==> src/auxldo_pkg.sv <==
// Purpose: shared types and constants for the auxiliary regulator mode control
// Assumes: one system clock, no register bus
// Notes: voltage codes follow the order 5.0, 3.3, 1.8, 1.2 V
package auxldo_pkg;

  // =====================================================
  // voltage selection
  typedef enum logic [1:0] {
    AUXLDO_V5P0 = 2'h0,
    AUXLDO_V3P3 = 2'h1,
    AUXLDO_V1P8 = 2'h2,
    AUXLDO_V1P2 = 2'h3
  } auxldo_vsel_t;

  localparam auxldo_vsel_t AUXLDO_VSEL_RST = AUXLDO_V3P3;
  localparam auxldo_vsel_t AUXLDO_VSEL_STRAP = AUXLDO_V3P3;
  localparam logic AUXLDO_EN_RST = 1'b0;

  // =====================================================
  // chip operating modes
  typedef enum logic [2:0] {
    AUXLDO_M_INIT = 3'h0,
    AUXLDO_M_NORMAL = 3'h1,
    AUXLDO_M_STOP = 3'h2,
    AUXLDO_M_SLEEP = 3'h3,
    AUXLDO_M_RESTART = 3'h4,
    AUXLDO_M_FAILSAFE = 3'h5
  } auxldo_mode_t;

  // =====================================================
  // software write strobes and data
  typedef struct packed {
    logic vsel_wr;
    auxldo_vsel_t vsel;
    logic en_wr;
    logic aux_regulator_enable_bit;
    logic oc_clr;
  } auxldo_sw_t;

  // regulator drive towards the analogue part
  typedef struct packed {
    logic on;
    auxldo_vsel_t vsel;
  } auxldo_drive_t;

  // status bits towards the supply status registers
  typedef struct packed {
    logic aux_overcurrent_flag;
    logic regulator_undervoltage_flag;
    logic io_supply_undervoltage_flag;
    logic cfg_locked;
    logic aux_regulator_enable_bit;
    auxldo_vsel_t vsel;
  } auxldo_stat_t;

endpackage

==> src/auxldo_ctrl.sv <==
// Purpose: mode, strap and software control of the auxiliary regulator
// Assumes: inputs synchronous to clk_sys_in; software accesses are one-cycle strobes
// Notes: lock is cleared only by the power-on reset
`timescale 1ns/10ps

// How it works
// - four voltages selectable, 3.3 V after reset
// - strap open: off init/failsafe, normal follows software
// - strap grounded: fixed 3.3 V, off sleep/failsafe
// - first enable locks voltage until power loss
// - enable bit still toggles after lock
// - overcurrent sets flag, no other action
// - flag sticks until cleared after condition ends
// - strap open: undervoltage to regulator flag
// - strap grounded: undervoltage to I/O flag
// - overcurrent flag reported in status
module auxldo_ctrl (
  // clock and reset
  input wire logic clk_sys_in,
  input wire logic arst_n_in,
  // chip context
  input wire auxldo_pkg::auxldo_mode_t mode_in,
  input wire logic supply_profile_strap_gnd_in,
  // analogue sense
  input wire logic shunt_sense_pin_oc_in,
  input wire logic aux_supply_out_uv_in,
  // software side
  input wire auxldo_pkg::auxldo_sw_t sw_in,
  // outputs
  output auxldo_pkg::auxldo_drive_t drive_out,
  output auxldo_pkg::auxldo_stat_t stat_out
);
  import auxldo_pkg::*;

  // =====================================================
  // reset release
  logic rst_s1_q;
  logic rst_n_q;

  always_ff @(posedge clk_sys_in or negedge arst_n_in) begin
    if (!arst_n_in) begin
      rst_s1_q <= 1'b0;
      rst_n_q <= 1'b0;
    end else begin
      rst_s1_q <= 1'b1;
      rst_n_q <= rst_s1_q;
    end
  end

  // =====================================================
  // software configuration
  auxldo_vsel_t vsel_q;
  logic en_q;
  logic lock_q;

  always_ff @(posedge clk_sys_in or negedge rst_n_q) begin
    if (!rst_n_q) begin
      vsel_q <= AUXLDO_VSEL_RST;
    end else if (sw_in.vsel_wr && !lock_q) begin
      vsel_q <= sw_in.vsel;
    end
  end

  always_ff @(posedge clk_sys_in or negedge rst_n_q) begin
    if (!rst_n_q) begin
      en_q <= AUXLDO_EN_RST;
    end else if (sw_in.en_wr) begin
      en_q <= sw_in.aux_regulator_enable_bit;
    end
  end

  // lock sticks: a later disable does not reopen the voltage setting
  always_ff @(posedge clk_sys_in or negedge rst_n_q) begin
    if (!rst_n_q) begin
      lock_q <= 1'b0;
    end else if (sw_in.en_wr && sw_in.aux_regulator_enable_bit) begin
      lock_q <= 1'b1;
    end
  end

  // =====================================================
  // mode decode
  logic on_d;
  auxldo_vsel_t vsel_d;
  logic hold_mode;

  always_comb begin
    hold_mode = 1'b0;
    on_d = 1'b0;
    vsel_d = vsel_q;
    if (supply_profile_strap_gnd_in) begin
      vsel_d = AUXLDO_VSEL_STRAP;
      unique case (mode_in)
        AUXLDO_M_SLEEP, AUXLDO_M_FAILSAFE: on_d = 1'b0;
        AUXLDO_M_INIT, AUXLDO_M_NORMAL, AUXLDO_M_STOP,
        AUXLDO_M_RESTART: on_d = 1'b1;
        default: on_d = 1'b0;
      endcase
    end else begin
      unique case (mode_in)
        AUXLDO_M_INIT, AUXLDO_M_FAILSAFE: on_d = 1'b0;
        AUXLDO_M_NORMAL: on_d = en_q;
        AUXLDO_M_STOP, AUXLDO_M_SLEEP, AUXLDO_M_RESTART: hold_mode = 1'b1;
        default: on_d = 1'b0;
      endcase
    end
  end

  // with the strap open, in stop, sleep and restart the drive keeps its previous value
  always_ff @(posedge clk_sys_in or negedge rst_n_q) begin
    if (!rst_n_q) begin
      drive_out <= '{on: 1'b0, vsel: AUXLDO_VSEL_RST};
    end else if (!hold_mode) begin
      drive_out <= '{on: on_d, vsel: vsel_d};
    end
  end

  // =====================================================
  // overcurrent and undervoltage status
  logic oc_q;

  // set wins over clear, so a clear during the condition is lost
  always_ff @(posedge clk_sys_in or negedge rst_n_q) begin
    if (!rst_n_q) begin
      oc_q <= 1'b0;
    end else if (shunt_sense_pin_oc_in) begin
      oc_q <= 1'b1;
    end else if (sw_in.oc_clr) begin
      oc_q <= 1'b0;
    end
  end

  always_ff @(posedge clk_sys_in or negedge rst_n_q) begin
    if (!rst_n_q) begin
      stat_out <= '0;
    end else begin
      stat_out.aux_overcurrent_flag <= oc_q || shunt_sense_pin_oc_in;
      stat_out.regulator_undervoltage_flag <= aux_supply_out_uv_in
                                              && !supply_profile_strap_gnd_in;
      stat_out.io_supply_undervoltage_flag <= aux_supply_out_uv_in
                                              && supply_profile_strap_gnd_in;
      stat_out.cfg_locked <= lock_q;
      stat_out.aux_regulator_enable_bit <= en_q;
      stat_out.vsel <= vsel_q;
    end
  end

  // =====================================================
  // checks
  lock_hold_a: assert property (@(posedge clk_sys_in) disable iff (!rst_n_q)
    lock_q |=> (lock_q && $stable(vsel_q)))
    else $error("voltage setting changed after lock");

  en_after_lock_a: assert property (@(posedge clk_sys_in) disable iff (!rst_n_q)
    (lock_q && sw_in.en_wr) |=> (en_q == $past(sw_in.aux_regulator_enable_bit)))
    else $error("enable write ignored after lock");

  strap_fixed_a: assert property (@(posedge clk_sys_in) disable iff (!rst_n_q)
    (supply_profile_strap_gnd_in && mode_in == AUXLDO_M_NORMAL)
    |=> (drive_out.on && drive_out.vsel == AUXLDO_V3P3))
    else $error("strap grounded normal mode not fixed 3.3 V on");

  open_off_a: assert property (@(posedge clk_sys_in) disable iff (!rst_n_q)
    (!supply_profile_strap_gnd_in && (mode_in == AUXLDO_M_INIT
      || mode_in == AUXLDO_M_FAILSAFE)) |=> !drive_out.on)
    else $error("regulator on in init or failsafe");

  open_normal_a: assert property (@(posedge clk_sys_in) disable iff (!rst_n_q)
    (!supply_profile_strap_gnd_in && mode_in == AUXLDO_M_NORMAL)
    |=> (drive_out.on == $past(en_q) && drive_out.vsel == $past(vsel_q)))
    else $error("normal mode does not follow software");

  oc_sticky_a: assert property (@(posedge clk_sys_in) disable iff (!rst_n_q)
    shunt_sense_pin_oc_in |=> oc_q ##1 stat_out.aux_overcurrent_flag)
    else $error("overcurrent flag not held");

  oc_clear_a: assert property (@(posedge clk_sys_in) disable iff (!rst_n_q)
    (oc_q && sw_in.oc_clr && !shunt_sense_pin_oc_in) |=> !oc_q)
    else $error("overcurrent clear failed");

  oc_no_action_a: assert property (@(posedge clk_sys_in) disable iff (!rst_n_q)
    (shunt_sense_pin_oc_in && !hold_mode) |=> (drive_out.on == $past(on_d)))
    else $error("overcurrent changed the regulator state");

  uv_route_a: assert property (@(posedge clk_sys_in) disable iff (!rst_n_q)
    aux_supply_out_uv_in |=> (stat_out.regulator_undervoltage_flag
      != stat_out.io_supply_undervoltage_flag))
    else $error("undervoltage not routed to exactly one flag");

  reset_vsel_a: assert property (@(posedge clk_sys_in)
    $rose(rst_n_q) |-> vsel_q == AUXLDO_V3P3)
    else $error("voltage not 3.3 V after reset");

  reset_state_a: assert property (@(posedge clk_sys_in)
    $rose(rst_n_q) |-> (!lock_q && !en_q && !oc_q && !drive_out.on
      && drive_out.vsel == AUXLDO_VSEL_RST))
    else $error("state not at reset values after reset");

  // =====================================================
  // checks on configuration and lock
  // helper: the setting as it stood when the lock closed, so the check
  // spans the whole locked period and not only neighbouring edges
  logic lock_seen_q;
  auxldo_vsel_t vsel_at_lock_q;

  always_ff @(posedge clk_sys_in or negedge rst_n_q) begin
    if (!rst_n_q) begin
      lock_seen_q <= 1'b0;
      vsel_at_lock_q <= AUXLDO_VSEL_RST;
    end else begin
      lock_seen_q <= lock_q;
      if (!lock_seen_q) begin
        vsel_at_lock_q <= vsel_q;
      end
    end
  end

  lock_value_a: assert property (@(posedge clk_sys_in) disable iff (!rst_n_q)
    lock_seen_q |-> (vsel_q == vsel_at_lock_q))
    else $error("voltage setting drifted while locked");

  vsel_take_a: assert property (@(posedge clk_sys_in) disable iff (!rst_n_q)
    (sw_in.vsel_wr && !lock_q) |=> (vsel_q == $past(sw_in.vsel)))
    else $error("voltage write before lock not taken");

  vsel_refuse_a: assert property (@(posedge clk_sys_in) disable iff (!rst_n_q)
    (sw_in.vsel_wr && lock_q) |=> $stable(vsel_q))
    else $error("voltage write after lock changed the setting");

  lock_set_a: assert property (@(posedge clk_sys_in) disable iff (!rst_n_q)
    (sw_in.en_wr && sw_in.aux_regulator_enable_bit) |=> lock_q)
    else $error("first enable did not close the lock");

  lock_quiet_a: assert property (@(posedge clk_sys_in) disable iff (!rst_n_q)
    (!lock_q && !(sw_in.en_wr && sw_in.aux_regulator_enable_bit)) |=> !lock_q)
    else $error("lock closed without an enable write");

  en_take_a: assert property (@(posedge clk_sys_in) disable iff (!rst_n_q)
    sw_in.en_wr |=> (en_q == $past(sw_in.aux_regulator_enable_bit)))
    else $error("enable write not taken");

  en_hold_a: assert property (@(posedge clk_sys_in) disable iff (!rst_n_q)
    !sw_in.en_wr |=> $stable(en_q))
    else $error("enable bit changed without a write");

  // =====================================================
  // checks on mode decode
  gnd_on_a: assert property (@(posedge clk_sys_in) disable iff (!rst_n_q)
    (supply_profile_strap_gnd_in && (mode_in == AUXLDO_M_INIT || mode_in == AUXLDO_M_STOP
      || mode_in == AUXLDO_M_RESTART)) |=> drive_out.on)
    else $error("strap grounded regulator off in an on mode");

  gnd_off_a: assert property (@(posedge clk_sys_in) disable iff (!rst_n_q)
    (supply_profile_strap_gnd_in && (mode_in == AUXLDO_M_SLEEP
      || mode_in == AUXLDO_M_FAILSAFE)) |=> !drive_out.on)
    else $error("strap grounded regulator on in sleep or failsafe");

  gnd_vsel_a: assert property (@(posedge clk_sys_in) disable iff (!rst_n_q)
    supply_profile_strap_gnd_in |=> (drive_out.vsel == AUXLDO_VSEL_STRAP))
    else $error("strap grounded voltage follows software");

  open_hold_a: assert property (@(posedge clk_sys_in) disable iff (!rst_n_q)
    (!supply_profile_strap_gnd_in && (mode_in == AUXLDO_M_STOP || mode_in == AUXLDO_M_SLEEP
      || mode_in == AUXLDO_M_RESTART)) |=> $stable(drive_out))
    else $error("drive changed in stop, sleep or restart");

  // =====================================================
  // checks on status
  oc_keep_a: assert property (@(posedge clk_sys_in) disable iff (!rst_n_q)
    (oc_q && !sw_in.oc_clr) |=> oc_q)
    else $error("overcurrent flag dropped without a clear");

  oc_clr_blocked_a: assert property (@(posedge clk_sys_in) disable iff (!rst_n_q)
    (sw_in.oc_clr && shunt_sense_pin_oc_in) |=> oc_q)
    else $error("overcurrent flag cleared during the condition");

  oc_self_a: assert property (@(posedge clk_sys_in) disable iff (!rst_n_q)
    (!oc_q && !shunt_sense_pin_oc_in) |=> !oc_q)
    else $error("overcurrent flag set without the condition");

  oc_report_a: assert property (@(posedge clk_sys_in) disable iff (!rst_n_q)
    (oc_q || shunt_sense_pin_oc_in) |=> stat_out.aux_overcurrent_flag)
    else $error("overcurrent not reported in status");

  oc_quiet_a: assert property (@(posedge clk_sys_in) disable iff (!rst_n_q)
    (!oc_q && !shunt_sense_pin_oc_in) |=> !stat_out.aux_overcurrent_flag)
    else $error("overcurrent reported without cause");

  uv_open_a: assert property (@(posedge clk_sys_in) disable iff (!rst_n_q)
    (aux_supply_out_uv_in && !supply_profile_strap_gnd_in)
    |=> (stat_out.regulator_undervoltage_flag && !stat_out.io_supply_undervoltage_flag))
    else $error("strap open undervoltage not on regulator flag");

  uv_gnd_a: assert property (@(posedge clk_sys_in) disable iff (!rst_n_q)
    (aux_supply_out_uv_in && supply_profile_strap_gnd_in)
    |=> (stat_out.io_supply_undervoltage_flag && !stat_out.regulator_undervoltage_flag))
    else $error("strap grounded undervoltage not on io flag");

  uv_quiet_a: assert property (@(posedge clk_sys_in) disable iff (!rst_n_q)
    !aux_supply_out_uv_in
    |=> (!stat_out.regulator_undervoltage_flag && !stat_out.io_supply_undervoltage_flag))
    else $error("undervoltage reported without cause");

  stat_mirror_a: assert property (@(posedge clk_sys_in) disable iff (!rst_n_q)
    1'b1 |=> (stat_out.cfg_locked == $past(lock_q)
      && stat_out.aux_regulator_enable_bit == $past(en_q)))
    else $error("status does not mirror lock and enable");

  // status vsel resets to zero, so the first edge after release is skipped
  stat_vsel_a: assert property (@(posedge clk_sys_in) disable iff (!rst_n_q)
    $past(rst_n_q) |=> (stat_out.vsel == $past(vsel_q)))
    else $error("status does not report the voltage setting");

  lock_c: cover property (@(posedge clk_sys_in) disable iff (!rst_n_q)
    lock_q && sw_in.vsel_wr);
  oc_clr_blocked_c: cover property (@(posedge clk_sys_in) disable iff (!rst_n_q)
    shunt_sense_pin_oc_in && sw_in.oc_clr);
  hold_c: cover property (@(posedge clk_sys_in) disable iff (!rst_n_q)
    drive_out.on && hold_mode);
  gnd_on_c: cover property (@(posedge clk_sys_in) disable iff (!rst_n_q)
    supply_profile_strap_gnd_in && drive_out.on);
  oc_clear_c: cover property (@(posedge clk_sys_in) disable iff (!rst_n_q)
    oc_q && sw_in.oc_clr && !shunt_sense_pin_oc_in);

endmodule

==> config.mk <==
export PLATFORM = sky130hd
export DESIGN_NAME = auxldo_ctrl
export DESIGN_NICKNAME = d
export VERILOG_FILES = /design/src/auxldo_pkg.sv /design/src/auxldo_ctrl.sv
export SDC_FILE = /design/constraint.sdc
export NUM_CORES = 1
export LEC_CHECK = 0
export BUFFER_PORTS_ARGS = -buffer_cell sky130_fd_sc_hd__buf_2
export CAP_MARGIN = 20
export CORE_AREA = 2 2 39 41
export DETAILED_ROUTE_END_ITERATION = 16
export DIE_AREA = 0 0 41 43
export PLACE_DENSITY = 0.83
export SYNTH_ARGS = -nofsm -noshare
export SYNTH_HDL_FRONTEND = slang
export SYNTH_SLANG_ARGS = --single-unit
==> constraint.sdc <==
create_clock -name clk_sys_in -period 1.16 [get_ports clk_sys_in]
set_clock_uncertainty 0.05 [all_clocks]
set_input_delay 0.058 -clock clk_sys_in [delete_from_list [all_inputs] [get_ports clk_sys_in]]
set_output_delay 0.058 -clock clk_sys_in [all_outputs]
set_load 0.03 [all_outputs]
### Word-level counts from Yosys, hierarchy flattened

Index checks and enable logic that the tools add are counted.

* register bits: 17

* eq/ne operators: 4
* muxes and demuxes: 8
* reduce and logical (&&, ||, !) cells: 11

Operators with widths (number)
* 2-to-1 mux 1 bit: 7
* == test 3 x 2 -> 1 bit, second input constant: 2
* logical AND 1 bit: 4
* OR reduction 4 bit: 1
* == test 3 x 1 -> 1 bit, second input constant: 1
* == test 3 bit, second input constant: 1
* logical NOT 3 bit: 1
* OR reduction 3 bit: 1
* logical NOT 1 bit: 2
* 2-to-1 mux 2 bit: 1
* nonzero test 2 bit: 1
* logical OR 1 bit: 1

### Logic depth before layout (Yosys ltp)

Gate-level depths: netlist of the first run.

* depth in word-level cells: 4
* depth in mapped cells: 3
* mapped depth without buffers: 3

### Worst setup path before layout of the first run

No wires, ideal clock.

* path type: reg-to-reg
* start: register lock_q
* end: register vsel_q[1]
* setup time: 125 ps
* arrival: 858 ps
* cell stages (with the launch flop): 3
* data required time: 985 ps
* clock period less this slack: 1032 ps
* slack: 128 ps
* path through: dfrtp_1 -> nor2b_1 -> mux2_2

* word-level cells in the longest chain between the ends: 2

Ends and longest elaborated chain
* from (decl): line auxldo_ctrl.sv:54 `logic lock_q;`
* from (signal assigned): line auxldo_ctrl.sv:75 `lock_q <= 1'b0;`
* from (signal assigned): line auxldo_ctrl.sv:77 `lock_q <= 1'b1;`
* logical NOT 1 bit: line auxldo_ctrl.sv:59 `end else if (sw_in.vsel_wr && !lock_q) begin`
* logical AND 1 bit: line auxldo_ctrl.sv:59
* to (signal assigned): line auxldo_ctrl.sv:60 `vsel_q <= sw_in.vsel;`
* to (decl): line auxldo_ctrl.sv:52 `auxldo_vsel_t vsel_q;`

Every way passes these cells.
A chain may end at the register's enable or synchronous reset.

### Final worst setup path of the first run

* start: register drive_out[0] (netlist bit)
* end: output port drive_out[0] (netlist bit)

RTL lines
* from (decl): line auxldo_ctrl.sv:30 `output auxldo_pkg::auxldo_drive_t drive_out,`
* from (signal assigned): line auxldo_ctrl.sv:112 `drive_out <= '{on: 1'b0, vsel: AUXLDO_VSEL_RST};`
* from (signal assigned): line auxldo_ctrl.sv:114 `drive_out <= '{on: on_d, vsel: vsel_d};`

No word-level cell between the ends.

==> results.txt, run 1 <==
* Required time at the worst-slack endpoint: ~1.1 ns
- Total wirelength of the detailed-routed design: 1.125 mm
- Entering global routing, the biggest net connects 16 pins.
- Peak supply drop: 0.8483 mV
- Relative to the synthesized area, the layout overhead comes to 41.55%.
- Clock transition at path regs: 0.10 ns
- Worst Hold Class: in -> async
- Post-Place Cells: between 80 and 90
* Max clock buf depth: 2
- Setup slack on the worst reg-to-reg path comes out at 0.07 ns.
- DPL Wire Length: 857.5 um
- In the final routed layout, each cell accounts on average for about 12 um.
- Status: finished, final reports clean
- In the routed design, unresolved DRC markers number 0.
- Fin nets: 95
- Once detail routing completed, the nets flagged for antenna violations numbered 0.
- Fmax: slightly above 0.9 GHz
- Core ar.: 1384 um2
* Yosys top cell by area: dfrtp_1
- Total global routing track utilization: 14.49%
* Vias in the first global route: 432
* Clock tree from TritonCTS: built
- DIE WIDTH: 41 um
- RSZ-0062 raised after global routing: no
* Filler-free cell count of the finished design: 96
* CP Class: reg -> out
- Die height: roughly 43 um
* Start of the worst register-to-register path: lock_q$_DFFE_PN0P_
- Buffers added on ports: 23
- The first global-routing pass estimated 1.676 mm of wire.
* 1st-pass router iterations: 1
- The initial antenna violation count came to 0.
- In this run the cell area of the synthesized design comes to 614.3 um2.
- Max-capacitance violation count: 0
- Standard-cell row count: 14
- The cell count after synthesis came out at 44.
- H-tree depth: 1
- In this run the power spent charging and discharging nets is 0.3448 mW.
- The worst register-to-register path has a depth of 2.
* Slowest Stage Delay on Critical Path: 0.54 ns
- Post-CTS Setup Bufs: 0
- Worst EP arrival: 0.99 ns
- Per report_power, the clock group accounts for 24.1% of the total.
- STA classifies the critical path endpoint as a primary output.
- The number of buffers and inverters on the critical path is 1.
* Ant diodes: 0
* Max stage delay cell, worst path: dfstp_2
* Internal power: 0.8934 mW
- Clock latency of the later-clocked register in the worst-skew pair: 0.28 ns
* Switching power share of the total: 27.85%
* Area of the die: 1763 um2
- Summed over all cells, the static leakage comes to 0.4202 nW.
- Area contributors post-synth: dfrtp_1 61%, dfstp_2 8.6%, mux2_2 5.5%, mux2i_1 3.3%, a21o_1 2.4%
- Summed over all layers, the global routing overflow is 0.
- Minimum period implied by the final worst setup slack: between 1 and 1.5 ns
- For this run, the share of the core covered by cells in the final layout is a little over three fifths.
* Endpoint of the most critical register-to-register path: vsel_q[1]$_DFFE_PN0P_
- Power density over the cells: 1424 nW/um2
- Total of warnings raised by yosys: 0
* Ports: 24
- Fraction of synthesized cell area taken by the top area cell type: 61.10%
- In this run the tightest slew margin relative to its limit is 62.42%.
- Final setup violation count: 0
- Final Hold Fails: 0
* Via-to-Cell Ratio: 4.656
* Library cell used as clock root buffer: clkbuf_4
- For this block, the initial DRC count from the detailed router was 0.
- Counting flops and latches in the post-synthesis netlist gives 17.
- The worst setup path is launched from a flip-flop.
- Share of post-route cells with drive strength above 1: a little over two fifths
- Share of the clock period used by the worst path: 95.05%
- At the pin with the least slew margin, the transition time is 0.5637 ns.
- Routability-driven placement finished with a final weighted congestion of 0.7068.
- Fin Setup TNS: 0 ns
- Average footprint of a synthesized cell: 13.96 um2
* Pins Over Slew Limit: 0
* Via count: 447
- The share of total power dissipated in sequential elements is 56.8%.
- Starting Density: 44.39%
* Number of clock sinks: 17
- In this run the number of cells on the critical path is 1.
- The number of nets handed over by synthesis was 58.
- Netlist cell types: 19
- Fill cells in the final layout number approximately 110.
* Max Fanout on Critical Path: 2
- Clock buffer count from CTS: 3
* Cell family with most CP delay: flip-flops
- Combinational logic is responsible for 19.2% of the overall power.
* Critical path, cell by cell: clkbuf_4
- Sequential cells were found to cover 69.65% of the synthesized design area.
==> worst max path at each step <==
| stage | to | from | slack [ns] |
|---|---|---|---|
| after floorplan | vsel_q[1]$_DFFE_PN0P_ | lock_q$_DFFE_PN0P_ | 0.13 |
| after CTS | drive_out[0] | drive_out[0]$_DFFE_PN1N_ | 0.03 |
| final | drive_out[0] | drive_out[0]$_DFFE_PN1N_ | 0.06 |
| after global routing | vsel_q[1]$_DFFE_PN0P_ | lock_q$_DFFE_PN0P_ | 0.008 |
| after global placement | vsel_q[1]$_DFFE_PN0P_ | lock_q$_DFFE_PN0P_ | 0.11 |
| after detailed placement | vsel_q[1]$_DFFE_PN0P_ | lock_q$_DFFE_PN0P_ | 0.05 |
==> power groups by stage <==
stage	Sequential (mW)	Combinational, mW	Clock (mW)
4_1_cts	0.706	0.237	0.307
6_report	0.703	0.238	0.298
5_1_grt	0.714	0.257	0.323
3_5_place_dp	0.718	0.214	0
2_1_floorplan	0.789	0.0532	0
3_3_place_gp	0.711	0.207	0
==> sequential cells by signal, indices dropped and copies added (netlist names) <==
| name | count |
|---|---|
| oc_q | 1 |
| rst_n_q | 1 |
| stat_out | 7 |
| drive_out | 3 |
| rst_s1_q | 1 |
| vsel_q | 2 |
| lock_q | 1 |
| en_q | 1 |
==> placed cells by master, fill, tap and decap left out, drive strengths merged, types with 2 or more instances in the layout <==
master        n
buf          22
dfrtp        15
dlygate4sd3   9
clkbuf        4
mux2          3
nor2          3
nor2b         2
inv           2
mux2i         2
a21o          2
o21ai         2
nand2b        2
dfstp         2
nor3b         2
a21oi         2
==> cell usage after synthesis <==
master,n
nand2b_1,2
o21ai_0,2
mux2i_1,2
a21o_1,2
conb_1,1
dfstp_2,2
nand4b_1,1
a21oi_1,1
nand3_1,1
nor3b_2,1
nor2_1,3
nor3b_1,1
a21oi_2,1
dfrtp_1,15
inv_1,2
mux2_2,3
and2_1,1
nor2b_1,2
or2_2,1
==> cell type report <==
type                            instances  area [um2]  area share [%]
Clock inverter                          1       5.005          0.5755
Sequential cell                        17       427.9           49.21
Multi-Input combinational cell         25       178.9           20.58
Inverter                                2       7.507          0.8633
Timing Repair Buffer                   32       207.7           23.88
Clock buffer                            3       22.52           2.590
Tap cell                               16       20.02           2.302
==> routing by layer <==
layer	track usage [%]	wire, um
met2	24.38	591
met4	6.000	0
met5	0	0
met3	3.141	72
met1	16.73	462
==> per-stage QoR <==
| stage | worst slack (ns) | hold WS, ns | total power, mW | area [um2] |
|---|---|---|---|---|
| 6_report | 0.05746 | 0.02229 | 1.238 | 869.6 |
| 5_1_grt | 0.008470 | 0.02066 | 1.295 | 869.6 |
| 4_1_cts | 0.03157 | 0.01927 | 1.250 | 867.1 |
| 3_5_place_dp | 0.05399 | -0.2040 | 0.9318 | 749.5 |
| 3_3_place_gp | 0.1064 | -0.2075 | 0.9176 | 749.5 |
| 2_1_floorplan | 0.1276 | -0.2876 | 0.8418 | 614.3 |
==> logic make-up after synthesis <==
family,Yosys count,share of synthesized area [%]
other cells,1,0.6104
simple gates,13,13.44
mux,5,8.757
buf+inv,2,1.222
flops,17,69.65
compound gates,6,6.312
==> timing repair <==
action	4_1_cts	5_1_grt
endpoints found under the setup margin	0	1
hold buffers	9	0
resized for setup	0	1
endpoints found under the hold margin	10	0
Note: power is estimated with default switching activity, not from simulation.
==> run 2, diff against run 1 <==
--- a/config.mk
+++ b/config.mk
@@ -7,10 +7,11 @@
 export LEC_CHECK = 0
 export BUFFER_PORTS_ARGS = -buffer_cell sky130_fd_sc_hd__buf_2
 export CAP_MARGIN = 20
-export CORE_AREA = 2 2 39 41
+export CORE_MARGIN = 1.5
+export CORE_UTILIZATION = 44
 export DETAILED_ROUTE_END_ITERATION = 16
-export DIE_AREA = 0 0 41 43
-export PLACE_DENSITY = 0.83
+export PLACE_DENSITY_LB_ADDON = 0.15
+export REMOVE_ABC_BUFFERS = 1
 export SYNTH_ARGS = -nofsm -noshare
 export SYNTH_HDL_FRONTEND = slang
 export SYNTH_SLANG_ARGS = --single-unit
==> constraint.sdc (replaced) <==
create_clock -name clk_sys_in -period 1.2 [get_ports clk_sys_in]
set_clock_uncertainty 0.05 [all_clocks]
set_input_delay 0.06 -clock clk_sys_in [delete_from_list [all_inputs] [get_ports clk_sys_in]]
set_output_delay 0.06 -clock clk_sys_in [all_outputs]
set_load 0.03 [all_outputs]
==> results.txt, run 2 (synthesis results as in run 1) <==
- Vias in the first global route: 465 (+7.6%)
* DPL Wire Length: 779.7 um (-9.1%)
- The final weighted congestion of routability-driven global placement came to 0.5869 (-17%).
* Library cell used as clock root buffer: clkbuf_4
- Number of clock sinks: 17 (unchanged)
- Area of the die: 1629 um2 (-7.6%)
- Slowest Stage Delay on Critical Path: 0.54 ns (about the same)
- The power density of the placed cells came to 1373 nW/um2 (-3.6%).
- DIE WIDTH: 40.37 um (-1.5%)
- The remaining global-route overflow was 0 (unchanged).
* Status: finished, final reports clean
- Fin nets: 96 (+1.1%)
- Final Hold Fails: 0 (unchanged)
- The number of buffers inserted by port buffering came to 23 (unchanged).
- Pin count of the biggest net entering global routing: 10 (-6)
- The largest registers in the layout are stat_out: 7 flops, drive_out: 3 flops, vsel_q: 2 flops.
- The worst setup path is captured at a primary output.
- The worst path needs roughly 1.1 ns of the cycle, external delays included.
* RSZ-0062 raised after global routing: no
* Post-CTS Resized: 0 (unchanged)
* Signed area change from the synthesized netlist to the final layout: 41.96%
- The top fanout value on the critical path came to 2 (unchanged).
* Starting Density: 47.21% (+2.8 points)
* Via count: 458 (+2.5%)
- Most common cell after layout, fill and taps aside: buf_2
- Starting DRC count in detailed routing: 3 (+3)
- Fmax: 0.8985 GHz
- The residual antenna-violating net count after detailed routing came to 0 (unchanged).
* First-pass GRT wire length: 1.718 mm (+2.5%)
* Via-to-Cell Ratio: 4.771 (+2.5%)
* Worst EP arrival: 1.00 ns (about the same)
- The final number of setup-violating endpoints came to 0 (unchanged).
- The required arrival time at the worst endpoint came to 1.09 ns (+0.04 ns).
- WHS: 0.03574 ns (+0.01345 ns)
* Combined buffer and inverter count along the critical path: 1 (unchanged)
- The number of buffers between clock root and the deepest sink came to 2 (unchanged).
- The count of antenna diodes in the layout was 0 (unchanged).
- Share of post-route cells with drive strength above 1: 43.21% (-0.54 points)
* Ports: 24 (unchanged)
- Share of the clock period used by the worst path: just over 90%
* Pins Over Slew Limit: 0 (unchanged)
- Final routed DRC violation total: 0 (unchanged)
- The total wire length came to 1.085 mm (-3.6%).
- Number of flip-flops in the largest register: 7 (unchanged)
- Core ar.: 1301 um2 (-6.0%)
* Total global routing track utilization: 16.28% (+1.8 points)
* CP Class: reg -> out
- Peak supply drop: 0.8064 mV (-4.9%)
- Final Core Density: 67.02% (+4.2 points)
* Standard-cell row count: 13 (-1)
- Most used cells in the layout excluding fill and tap cells: 23 x buf_2, 15 x dfrtp_1, 9 x dlygate4sd3_1
* Max-capacitance violation count: 0 (unchanged)
* Placement Cell Area: 755.7 um2 (+0.83%)
* Cell family with most CP delay: flip-flops
- The total negative slack is 0 ns (unchanged).
- Leak Pwr: 0.4208 nW (+0.15%)
- H-tree depth: 1 (unchanged)
- The worst setup path is launched from a flip-flop.
- Worst Hold Class: in -> async
* Max stage delay cell, worst path: dfstp_2
* Clock buffer count from CTS: 3 (unchanged)
* Summed area of non-filler cells in the final layout: 872.1 um2 (+0.29%)
* Initial antenna violation count: 0 (unchanged)
* Routed wirelength normalized by instance count: 11.30 um (-3.6%)
- The clock latency of the later-clocked register in the worst-skew pair came to 0.28 ns (about the same).
- Critical path, cell by cell: buf_2
* Clock tree from TritonCTS: built
- Ranked by flip-flop count, first place goes to stat_out.
- 1st-pass router iterations: 3 (+2)
* Die height: 40.37 um (-6.1%)
- The clock slew at the register clock pins of the worst setup and hold paths came to 0.09 ns (about the same).
-- run 2: power by group --
part           internal [mW]  leakage, nW  total, mW  switching [mW]
clock network          0.129       0.0150      0.288           0.159
registers              0.643        0.193      0.676          0.0339
logic                 0.0973        0.213      0.233           0.136
total                  0.869        0.421       1.20           0.328
-- run 2: metal layers --
metal	wire length [um]	share of wire [%]	track usage [%]
met1	423	39	16.20
met5	0	0	0
met4	0	0	5.000
met3	71	6.5	5.000
met2	590	54	31.35
-- run 2: what timing repair did --
| action | 4_1_cts | 5_1_grt |
|---|---|---|
| endpoints found under the hold margin | 10 | 0 |
| hold buffers | 9 | 0 |
| buffers inserted | 0 | 0 |
-- run 2: worst paths after layout --
path                       slack (ns)                startpoint                       end  cells after the start
max                              0.09  drive_out[0]$_DFFE_PN1N_              drive_out[0]                      1
min                              0.04                 arst_n_in        rst_s1_q$_DFF_PN0_                      2
max reg2reg                      0.12        lock_q$_DFFE_PN0P_     vsel_q[1]$_DFFE_PN0P_                      2
min reg2reg                      0.10         rst_n_q$_DFF_PN0_     vsel_q[1]$_DFFE_PN0P_                      0
max in group asynchronous        0.58         rst_n_q$_DFF_PN0_  drive_out[2]$_DFFE_PN0N_                      1
min in group clk_sys_in          0.05                mode_in[0]  drive_out[2]$_DFFE_PN0N_                      3
-- run 2: layout make-up --
type	instances	area, um2
Fill cell	109	429.2
Sequential cell	17	427.9
Timing Repair Buffer	33	212.7
Multi-Input combinational cell	25	178.9
Clock buffer	4	26.28
Tap cell	15	18.77
Inverter	2	7.507
-- run 2: stage by stage --
stage / power (mW) / std cells / setup slack [ns]
detailed placement: 0.9003 / 83 / 0.1218
global route: 1.262 / 96 / 0.04928
CTS: 1.212 / 96 / 0.07696
floorplan: 0.8137 / 44 / 0.1676
finish: 1.197 / 96 / 0.08705
global placement: 0.8939 / 83 / 0.1436
-- run 2: worst reg2reg max path: stages (launching register included) --
cell     delay, ns
dfrtp_1       0.40
nor2b_1       0.18
mux2_2        0.35
